**src/logic/ufc_defs.svh**
```systemverilog
/*
 Register indices, field positions, reset values and status bits of the flow control block.
 Assumes byte address = 4 * index on a 32-bit APB.
*/
`ifndef UFC_DEFS_SVH
`define UFC_DEFS_SVH
`define UFC_IDX_EFC 6'h0A
`define UFC_IDX_RES1 6'h0B
`define UFC_IDX_RES2 6'h0C
`define UFC_IDX_PAU1 6'h0D
`define UFC_IDX_PAU2 6'h0E
`define UFC_IDX_FCLO 6'h12
`define UFC_IDX_FCHI 6'h13
`define UFC_IDX_STAT 6'h18
`define UFC_IDX_MASK 6'h19
`define UFC_IDX_FLOW 6'h1A
`define UFC_EFC_ENH 4
`define UFC_EFC_SPC 5
`define UFC_EFC_ARTS 6
`define UFC_EFC_ACTS 7
`define UFC_EFC_RST 8'h00
`define UFC_BYTE_RST 8'h00
`define UFC_ST_RST 3'h0
`define UFC_ST_SPC 0
`define UFC_ST_PAUSE 1
`define UFC_ST_RESUME 2
`endif

```
**src/logic/ufc_pkg.sv**
```systemverilog
/*
 Types of the flow control block.
 Assumes ufc_defs.svh supplies the numeric constants.
*/
package ufc_pkg;
   typedef enum logic [2:0] {
      UFC_IDLE = 3'b001,
      UFC_LOAD = 3'b010,
      UFC_BUSY = 3'b100
   } ufc_tx_state_e;
   typedef logic [7:0] ufc_char_t;
endpackage

```
**src/logic/ufc_flow_ctl.sv**
```systemverilog
/*
 Enhanced flow control of one UART channel with its APB register slave.
 Assumes receiver, fifo level, upstream data and shifter all run on clock; cts_n is an async pin.
*/
// The APB slave port was left to the implementer.
module ufc_flow_ctl (
   input wire logic clock,
   input wire logic resetn,
   input wire logic [7:0] paddr,
   input wire logic psel,
   input wire logic penable,
   input wire logic pwrite,
   input wire logic [31:0] pwdata,
   output logic [31:0] prdata,
   output logic pready,
   output logic pslverr,
   input wire ufc_pkg::ufc_char_t rx_char,
   input wire logic rx_char_valid,
   input wire logic [7:0] receive_fifo_level,
   input wire ufc_pkg::ufc_char_t tx_data,
   input wire logic tx_data_valid,
   output logic tx_data_take,
   input wire logic shifter_idle,
   output logic tx_load,
   output ufc_pkg::ufc_char_t tx_load_data,
   input wire logic rts_request,
   output logic rts_n,
   input wire logic cts_n,
   output logic irq
);
   import ufc_pkg::*;
`include "ufc_defs.svh"

   logic [7:0] enhanced_function_control;
   ufc_char_t resume_char_one, resume_char_two, pause_char_one, pause_char_two;
   logic [7:0] fc_low, fc_high;
   logic [2:0] int_status, int_mask;
   logic cts_meta, cts_sync;
   logic tx_paused, sent_pause, pend_valid, pend_pause, rts_hold;
   ufc_tx_state_e state;

   // true when c matches the set that mode m selects
   function automatic logic fc_sel(input logic [1:0] m, input ufc_char_t c, input ufc_char_t one,
                                   input ufc_char_t two, input logic both);
      return (m == 2'b01 && c == two) || (m == 2'b10 && c == one) ||
             (m == 2'b11 && both && (c == one || c == two));
   endfunction

   // apb decode
   wire [5:0] idx = paddr[7:2];
   wire idx_ok = idx == `UFC_IDX_EFC || idx == `UFC_IDX_RES1 || idx == `UFC_IDX_RES2 ||
                 idx == `UFC_IDX_PAU1 || idx == `UFC_IDX_PAU2 || idx == `UFC_IDX_FCLO ||
                 idx == `UFC_IDX_FCHI || idx == `UFC_IDX_STAT || idx == `UFC_IDX_MASK ||
                 idx == `UFC_IDX_FLOW;
   wire addr_ok = idx_ok && paddr[1:0] == 2'b00;
   wire next_pready = psel && penable && !pready;
   wire wr = psel && penable && pready && pwrite && addr_ok;
   wire [7:0] wbyte = pwdata[7:0];
   wire [7:0] flow_view = {3'h0, pend_valid, cts_sync, rts_hold, sent_pause, tx_paused};
   wire [7:0] rd_byte =
      idx == `UFC_IDX_EFC  ? enhanced_function_control :
      idx == `UFC_IDX_RES1 ? resume_char_one :
      idx == `UFC_IDX_RES2 ? resume_char_two :
      idx == `UFC_IDX_PAU1 ? pause_char_one :
      idx == `UFC_IDX_PAU2 ? pause_char_two :
      idx == `UFC_IDX_FCLO ? fc_low :
      idx == `UFC_IDX_FCHI ? fc_high :
      idx == `UFC_IDX_STAT ? {5'h00, int_status} :
      idx == `UFC_IDX_MASK ? {5'h00, int_mask} :
      idx == `UFC_IDX_FLOW ? flow_view : 8'h00;
   wire [7:0] next_rdata = addr_ok ? rd_byte : 8'h00;

   // mode decode; everything in-band is off outside enhanced mode
   // enhanced gating
   wire enh = enhanced_function_control[`UFC_EFC_ENH];
   wire [1:0] rx_mode = enh ? enhanced_function_control[1:0] : 2'b00;
   wire [1:0] tx_mode = enh ? enhanced_function_control[3:2] : 2'b00;
   wire tx_fc_on = tx_mode == 2'b01 || tx_mode == 2'b10;
   wire both_ok = enhanced_function_control[3:2] == 2'b01 || enhanced_function_control[3:2] == 2'b10;

   wire pause_hit = rx_char_valid && fc_sel(rx_mode, rx_char, pause_char_one, pause_char_two, both_ok);
   wire resume_hit = rx_char_valid && fc_sel(rx_mode, rx_char, resume_char_one, resume_char_two, both_ok);
   // pause wins if one character matches both
   wire next_tx_paused = rx_mode == 2'b00 ? 1'b0 : pause_hit ? 1'b1 : resume_hit ? 1'b0 : tx_paused;

   wire spc_hit = rx_char_valid && enh && enhanced_function_control[`UFC_EFC_SPC] &&
                  (rx_char == pause_char_one || rx_char == pause_char_two);

   // fifo level against the programmed thresholds
   wire level_over = receive_fifo_level > fc_high;
   wire level_under = receive_fifo_level < fc_low;
   wire need_pause = tx_fc_on && level_over && !sent_pause;
   wire need_resume = tx_fc_on && level_under && sent_pause;
   wire next_sent_pause = !tx_fc_on ? 1'b0 : need_pause ? 1'b1 : need_resume ? 1'b0 : sent_pause;

   wire cts_block = enh && enhanced_function_control[`UFC_EFC_ACTS] && cts_sync;
   wire at_boundary = state == UFC_IDLE && shifter_idle;
   wire pend_go = at_boundary && pend_valid;
   wire data_go = at_boundary && !pend_valid && tx_data_valid && !tx_paused && !cts_block;
   wire next_pend_valid = (need_pause || need_resume) ? 1'b1 :
                          (pend_go || !tx_fc_on) ? 1'b0 : pend_valid;
   wire next_pend_pause = need_pause ? 1'b1 : need_resume ? 1'b0 : pend_pause;
   wire ufc_char_t fc_char = pend_pause ? (tx_mode == 2'b01 ? pause_char_two : pause_char_one)
                                        : (tx_mode == 2'b01 ? resume_char_two : resume_char_one);

   wire auto_rts = enh && enhanced_function_control[`UFC_EFC_ARTS];
   wire next_rts_hold = !auto_rts ? 1'b0 : receive_fifo_level >= fc_high ? 1'b1 :
                        level_under ? 1'b0 : rts_hold;

   // set beats the write-one clear
   wire [2:0] st_set = {resume_hit && tx_paused, pause_hit, spc_hit};
   wire [2:0] st_clr = (wr && idx == `UFC_IDX_STAT) ? pwdata[2:0] : 3'h0;
   wire [2:0] next_int_status = (int_status & ~st_clr) | st_set;

   ufc_tx_state_e next_state;
   always_comb begin
      next_state = state;
      case (state)
         UFC_IDLE: if (pend_go || data_go) next_state = UFC_LOAD;
         UFC_LOAD: next_state = UFC_BUSY;
         UFC_BUSY: if (shifter_idle) next_state = UFC_IDLE;
         default: next_state = UFC_IDLE;
      endcase
   end

   always_ff @(posedge clock or negedge resetn) begin
      if (!resetn) begin
         enhanced_function_control <= `UFC_EFC_RST;
         resume_char_one <= `UFC_BYTE_RST;
         resume_char_two <= `UFC_BYTE_RST;
         pause_char_one <= `UFC_BYTE_RST;
         pause_char_two <= `UFC_BYTE_RST;
         fc_low <= `UFC_BYTE_RST;
         fc_high <= `UFC_BYTE_RST;
         int_mask <= `UFC_ST_RST;
      end else if (wr) begin
         if (idx == `UFC_IDX_EFC) enhanced_function_control <= wbyte;
         if (idx == `UFC_IDX_RES1) resume_char_one <= wbyte;
         if (idx == `UFC_IDX_RES2) resume_char_two <= wbyte;
         if (idx == `UFC_IDX_PAU1) pause_char_one <= wbyte;
         if (idx == `UFC_IDX_PAU2) pause_char_two <= wbyte;
         if (idx == `UFC_IDX_FCLO) fc_low <= wbyte;
         if (idx == `UFC_IDX_FCHI) fc_high <= wbyte;
         if (idx == `UFC_IDX_MASK) int_mask <= pwdata[2:0];
      end
   end

   // apb answers one cycle into the access phase
   always_ff @(posedge clock or negedge resetn) begin
      if (!resetn) begin
         pready <= 1'b0;
         pslverr <= 1'b0;
         prdata <= 32'h0000_0000;
      end else begin
         pready <= next_pready;
         pslverr <= next_pready && !addr_ok;
         prdata <= next_pready ? {24'h00_0000, next_rdata} : 32'h0000_0000;
      end
   end

   // cts pin crosses into clock first
   always_ff @(posedge clock or negedge resetn) begin
      if (!resetn) begin
         cts_meta <= 1'b1;
         cts_sync <= 1'b1;
      end else begin
         cts_meta <= cts_n;
         cts_sync <= cts_meta;
      end
   end

   always_ff @(posedge clock or negedge resetn) begin
      if (!resetn) begin
         tx_paused <= 1'b0;
         sent_pause <= 1'b0;
         pend_valid <= 1'b0;
         pend_pause <= 1'b0;
         rts_hold <= 1'b0;
         int_status <= `UFC_ST_RST;
         state <= UFC_IDLE;
      end else begin
         tx_paused <= next_tx_paused;
         sent_pause <= next_sent_pause;
         pend_valid <= next_pend_valid;
         pend_pause <= next_pend_pause;
         rts_hold <= next_rts_hold;
         int_status <= next_int_status;
         state <= next_state;
      end
   end

   always_ff @(posedge clock or negedge resetn) begin
      if (!resetn) begin
         tx_load <= 1'b0;
         tx_load_data <= 8'h00;
         tx_data_take <= 1'b0;
         rts_n <= 1'b1;
         irq <= 1'b0;
      end else begin
         tx_load <= pend_go || data_go;
         tx_load_data <= pend_go ? fc_char : data_go ? tx_data : tx_load_data;
         tx_data_take <= data_go;
         rts_n <= !rts_request || next_rts_hold;
         irq <= |(int_status & int_mask);
      end
   end

   property p_pause;
      @(posedge clock) disable iff (!resetn) pause_hit |=> tx_paused;
   endproperty
   a_pause: assert property (p_pause) else $error("pause not taken");

   property p_resume;
      @(posedge clock) disable iff (!resetn) tx_paused && resume_hit && !pause_hit |=> !tx_paused;
   endproperty
   a_resume: assert property (p_resume) else $error("resume not taken");

   property p_mode01;
      @(posedge clock) disable iff (!resetn)
         rx_char_valid && enh && enhanced_function_control[1:0] == 2'b01 && rx_char == pause_char_two |=> tx_paused;
   endproperty
   a_mode01: assert property (p_mode01) else $error("set two pause missed");

   property p_mode11;
      @(posedge clock) disable iff (!resetn)
         rx_char_valid && enh && enhanced_function_control[3:0] == 4'b1011 && rx_char == pause_char_two
         |=> tx_paused;
   endproperty
   a_mode11: assert property (p_mode11) else $error("either pause not accepted");

   property p_insert;
      @(posedge clock) disable iff (!resetn) need_pause |=> pend_valid && pend_pause ##[1:40] tx_load;
   endproperty
   a_insert: assert property (p_insert) else $error("pause not queued");

   property p_txset;
      @(posedge clock) disable iff (!resetn)
         pend_go && pend_pause && tx_mode == 2'b01 |=> tx_load_data == $past(pause_char_two);
   endproperty
   a_txset: assert property (p_txset) else $error("wrong pause char sent");

   property p_legacy;
      @(posedge clock) disable iff (!resetn) !enh |=> !tx_paused && !rts_hold && !pend_valid;
   endproperty
   a_legacy: assert property (p_legacy) else $error("enhanced state outside enhanced mode");

   property p_special;
      @(posedge clock) disable iff (!resetn) spc_hit |=> int_status[`UFC_ST_SPC];
   endproperty
   a_special: assert property (p_special) else $error("special char not flagged");

   property p_rts_hi;
      @(posedge clock) disable iff (!resetn) auto_rts && receive_fifo_level >= fc_high |=> rts_n;
   endproperty
   a_rts_hi: assert property (p_rts_hi) else $error("rts not forced high");

   property p_rts_keep;
      @(posedge clock) disable iff (!resetn) auto_rts && rts_hold && !level_under |=> rts_n;
   endproperty
   a_rts_keep: assert property (p_rts_keep) else $error("rts released early");

   property p_cts;
      @(posedge clock) disable iff (!resetn) cts_block |=> !tx_data_take;
   endproperty
   a_cts: assert property (p_cts) else $error("data sent under cts hold");

   property p_boundary;
      @(posedge clock) disable iff (!resetn) tx_load |-> state == UFC_LOAD && $past(shifter_idle);
   endproperty
   a_boundary: assert property (p_boundary) else $error("load off boundary");

   property p_first;
      @(posedge clock) disable iff (!resetn) pend_valid && at_boundary |=> !tx_data_take;
   endproperty
   a_first: assert property (p_first) else $error("data ahead of flow char");

   c_pause_resume: cover property (@(posedge clock) disable iff (!resetn) tx_paused ##[1:200] !tx_paused);
   c_insert: cover property (@(posedge clock) disable iff (!resetn) pend_go ##2 tx_data_take);
   c_rts: cover property (@(posedge clock) disable iff (!resetn) rts_hold ##[1:200] !rts_hold);
   c_irq: cover property (@(posedge clock) disable iff (!resetn) irq);
endmodule // ufc_flow_ctl

```
**config.mk**
```make
export PLATFORM = sky130hd
export DESIGN_NAME = ufc_flow_ctl
export DESIGN_NICKNAME = d
export VERILOG_FILES = /design/src/logic/ufc_pkg.sv /design/src/logic/ufc_flow_ctl.sv
export VERILOG_INCLUDE_DIRS = /design/src /design/src/logic
export SDC_FILE = /design/constraint.sdc
export NUM_CORES = 1
export LEC_CHECK = 0
export ABC_CLOCK_PERIOD_IN_PS = 1900
export BUFFER_PORTS_ARGS = -buffer_cell sky130_fd_sc_hd__buf_2
export CORE_MARGIN = 3
export CORE_UTILIZATION = 30
export CTS_BUF_LIST = sky130_fd_sc_hd__clkbuf_4
export DETAILED_ROUTE_END_ITERATION = 16
export PLACE_DENSITY = 0.49
export SLEW_MARGIN = 0
export SYNTH_ARGS = -nofsm -noshare
export SYNTH_HDL_FRONTEND = slang
export SYNTH_SLANG_ARGS = --single-unit
export TNS_END_PERCENT = 10
```
**constraint.sdc**
```tcl
create_clock -name clock -period 1.9 [get_ports clock]
set_input_delay 0.095 -clock clock [delete_from_list [all_inputs] [get_ports clock]]
set_output_delay 0.095 -clock clock [all_outputs]
set_load 0.02 [all_outputs]
```
==> impl_metrics.toml <==
[placement]
io_buffers = 71
place_congestion = 0.8713
place_inst = 838
dp_worst_setup_slack_ns = -0.2393
place_hpwl_um = 12470

[final_layout]
area_delta_synth_final_pct = 23.72
antenna_cells = 0
nNetsFinal = 739
fillers = 1789
layout.cells.non_filler = 879
final_common_cell = "dfrtp_1"
drive_gt1_frac = 0.3349
final_cell_mix = "dfrtp_1, buf_2, mux2_2, buf_4, nand2_1"

[setup_path]
crit_path_top_delay_cell = "nor4_1"
rrSetupSlack_ns = 0.08
cp_data_required_time_ns = 2.27
critical_path.top_delay_family = "simple AND/OR/NAND/NOR gates"
crit_buf_inv = 0
r2r_end = "tx_paused"
path_max_fanout = 4
path_class = "flip-flop to flip-flop"
cp_slowest_stage_delay_ns = 0.52
reg2reg_from = "resume_char_one[7]"
crit_path_end_kind = "flip-flop"
start_kind = "flip-flop"
rr_worst_depth = 6
cp_cell_sequence = "xor2_1 > nor4_1 > and3_1 > a32oi_1 > nand2_1 > a21oi_1"
cp.arrival_ns = 2.19

[pwr]
powerDensity_mw_per_mm2 = 581.2
power.leakage_nw = 3.276
power_mw = 3.934
ir_drop_mv = 0.3697

[routing]
wire_per_inst_um = 18.31
wirelength_met1_um = 7439
vias = 4405
routed-wl-met3_um = 734
vias_per_cell = 5.011
wl_met2_um = 7741
drc = 0
drt-total-wl_um = 16100
top_layer_used = "met4"
ant_nets = 0
dr.first_iter.drc_count = 248
dr.pass1.iters = 4

[yosys]
synthArstFlopShare = 1.000
synth.area.top_cells = "dfrtp_1, mux2_2, xor2_1"
yosys.cell_types.count = 57
synthFlopType = "dfrtp_1"
yosysTopAreaCell = "dfrtp_1"
yosys_warnings = 0
yosys_register_bits = 94
syn_avg_cell_area_um2 = 10.70
synth.yosys.seq_area_share = 0.4309
synth_area_mm2 = 0.005470
synthCells = 511
synth_edf_count = 0
synth_top_area_share = 0.4117

[floorplan]
dieArea_mm2 = 0.01989
rows = 48
io-pin-count = 120
initial_utilization = 0.3109
fp.dieH_um = 141.0
core_area_mm2 = 0.01760
die_w_um = 141.0

[global_routing]
antenna_found_initial = 0
grt_max_degree = 42
grt_pass1_wl_um = 25670
grt.total_usage = 0.1681
grt_pass1_vias = 4539
gr-total-overflow = 0

[timing]
setup_ws_ns = 0.08002
fmax_ghz = 0.5495
worst_pin_slew_ns = 0.5655
maxSlewViolCount = 0
max_slew_margin = 0.6230
hold_viol = 0
fin_crit_sh = 0.9579
finalClockSkew_ns = 0.02187
setup_viol = 0
post-route-min-period_ns = 1.820

[clock_tree]
numCtsBuffers = 9
htreeDepth = 3
clk_latency_ns = 0.50
clkTransAtPathRegs_ns = 0.13
cts-root-buf = "clkbuf_4"
cts_tree = "done"
clock_path_buffers = 2
cts_sinks = 94

[hold_path]
min-delay-start = "pwdata[2]"
hold_end = "int_status[2]"
holdPathStages = 4
hold_path_class = "input pin to flip-flop"

[run_status]
run_status = "completed"

[flow_run]
maxCapViolCount = 0
==> through the flow <==
stage | utilization | TNS, ns | hold slack [ns] | instance area [um^2]
2_1_floorplan | - | 0 | -0.2006 | 5558
3_3_place_gp | 0.3604 | -0.2242 | 0.1183 | 6341
3_5_place_dp | 0.3604 | -0.2754 | 0.1266 | 6341
4_1_cts | 0.3829 | 0 | 0.001480 | 6738
5_1_grt | 0.3846 | -0.01097 | 0.02194 | 6768
6_report | 0.3846 | 0 | 0.04081 | 6768
==> cells in the mapped netlist, drive strengths merged, types with 4 or more instances <==
library cell   n
dfrtp         90
mux2          60
nand2         37
buf           32
o21ai         28
xor2          27
a21oi         25
inv           24
nor2          23
ha            16
mux2i         16
a22oi         12
nand3         12
nor3          12
clkbuf         8
mux4           8
nor4           7
o22ai          7
xnor2          6
nand2b         5
nand4          5
dfstp          4
nor2b          4
o211ai         4
==> flip-flops by register name, summed over array words and instances, names as in the netlist, 3 cells and up <==
| register | flops |
|---|---|
| tx_load_data | 8 |
| fc_high | 8 |
| pause_char_two | 8 |
| pause_char_one | 8 |
| enhanced_function_control | 8 |
| fc_low | 8 |
| state | 3 |
| resume_char_one | 8 |
| int_status | 3 |
| int_mask | 3 |
| prdata | 8 |
| resume_char_two | 8 |
==> tightest hold or removal path, cell delays in order <==
cell	delay [ns]
buf_2	0.19
nand3_1	0.10
nand2_1	0.05
o21ai_0	0.06
==> routing by layer <==
layer | up-vias | track usage
li1 | 2079 | -
met1 | 2193 | 0.2304
met2 | 119 | 0.2775
met3 | 14 | 0.03087
met4 | 0 | 0.03876
met5 | - | 0
==> power breakdown <==
part           switching, mW  internal [mW]  total [mW]  leakage, nW
sequential            0.0264           2.06        2.09         1.28
clock                  0.712          0.523        1.24       0.0794
combinational          0.375          0.234       0.609         1.92
==> logic make-up (layout without fill, tap and decap cells) <==
kind of cell,Yosys count,in the layout,share of synthesized area
xor gates and xnor gates,33,33,0.05284
buffers and inverters,64,184,0.06267
AOI/OAI and AO/OA,99,99,0.1128
DFF,94,94,0.4309
adders and majority gates,16,16,0.03660
muxes,84,84,0.1912
other,1,24,0.0006855
and+or+nand+nor,120,120,0.1123
==> how the worst max path moves through the flow <==
stage                             startpoint                  to  slack, ns  cells after the start
after global placement              paddr[7]           prdata[3]      -0.22                      8
after global routing       pause_char_one[5]           tx_paused     -0.006                      8
after floorplan                     paddr[6]  resume_char_two[0]       0.03                      8
final                     resume_char_one[7]           tx_paused       0.08                      6
after detailed placement            paddr[7]           prdata[3]      -0.24                      8
after CTS                  pause_char_one[4]           tx_paused      0.002                      7
==> what timing repair did <==
item,in CTS,in global routing
hold buffers,22,0
pin swaps,2,4
endpoints found under the setup margin,1,8
resized for setup,4,6
buffers inserted,2,1
endpoints found under the hold margin,127,0
==> area by class of cell <==
cell class,instances,area (um^2),area share
Sequential cell,94,2357,0.3483
Tap cell,225,281.5,0.04160
Multi-Input combinational cell,376,2884,0.4261
Clock inverter,7,88.84,0.01313
Inverter,24,90.09,0.01331
Clock buffer,9,67.56,0.009983
Timing Repair Buffer,144,998.5,0.1475
Power figures use the tool's default switching activity.
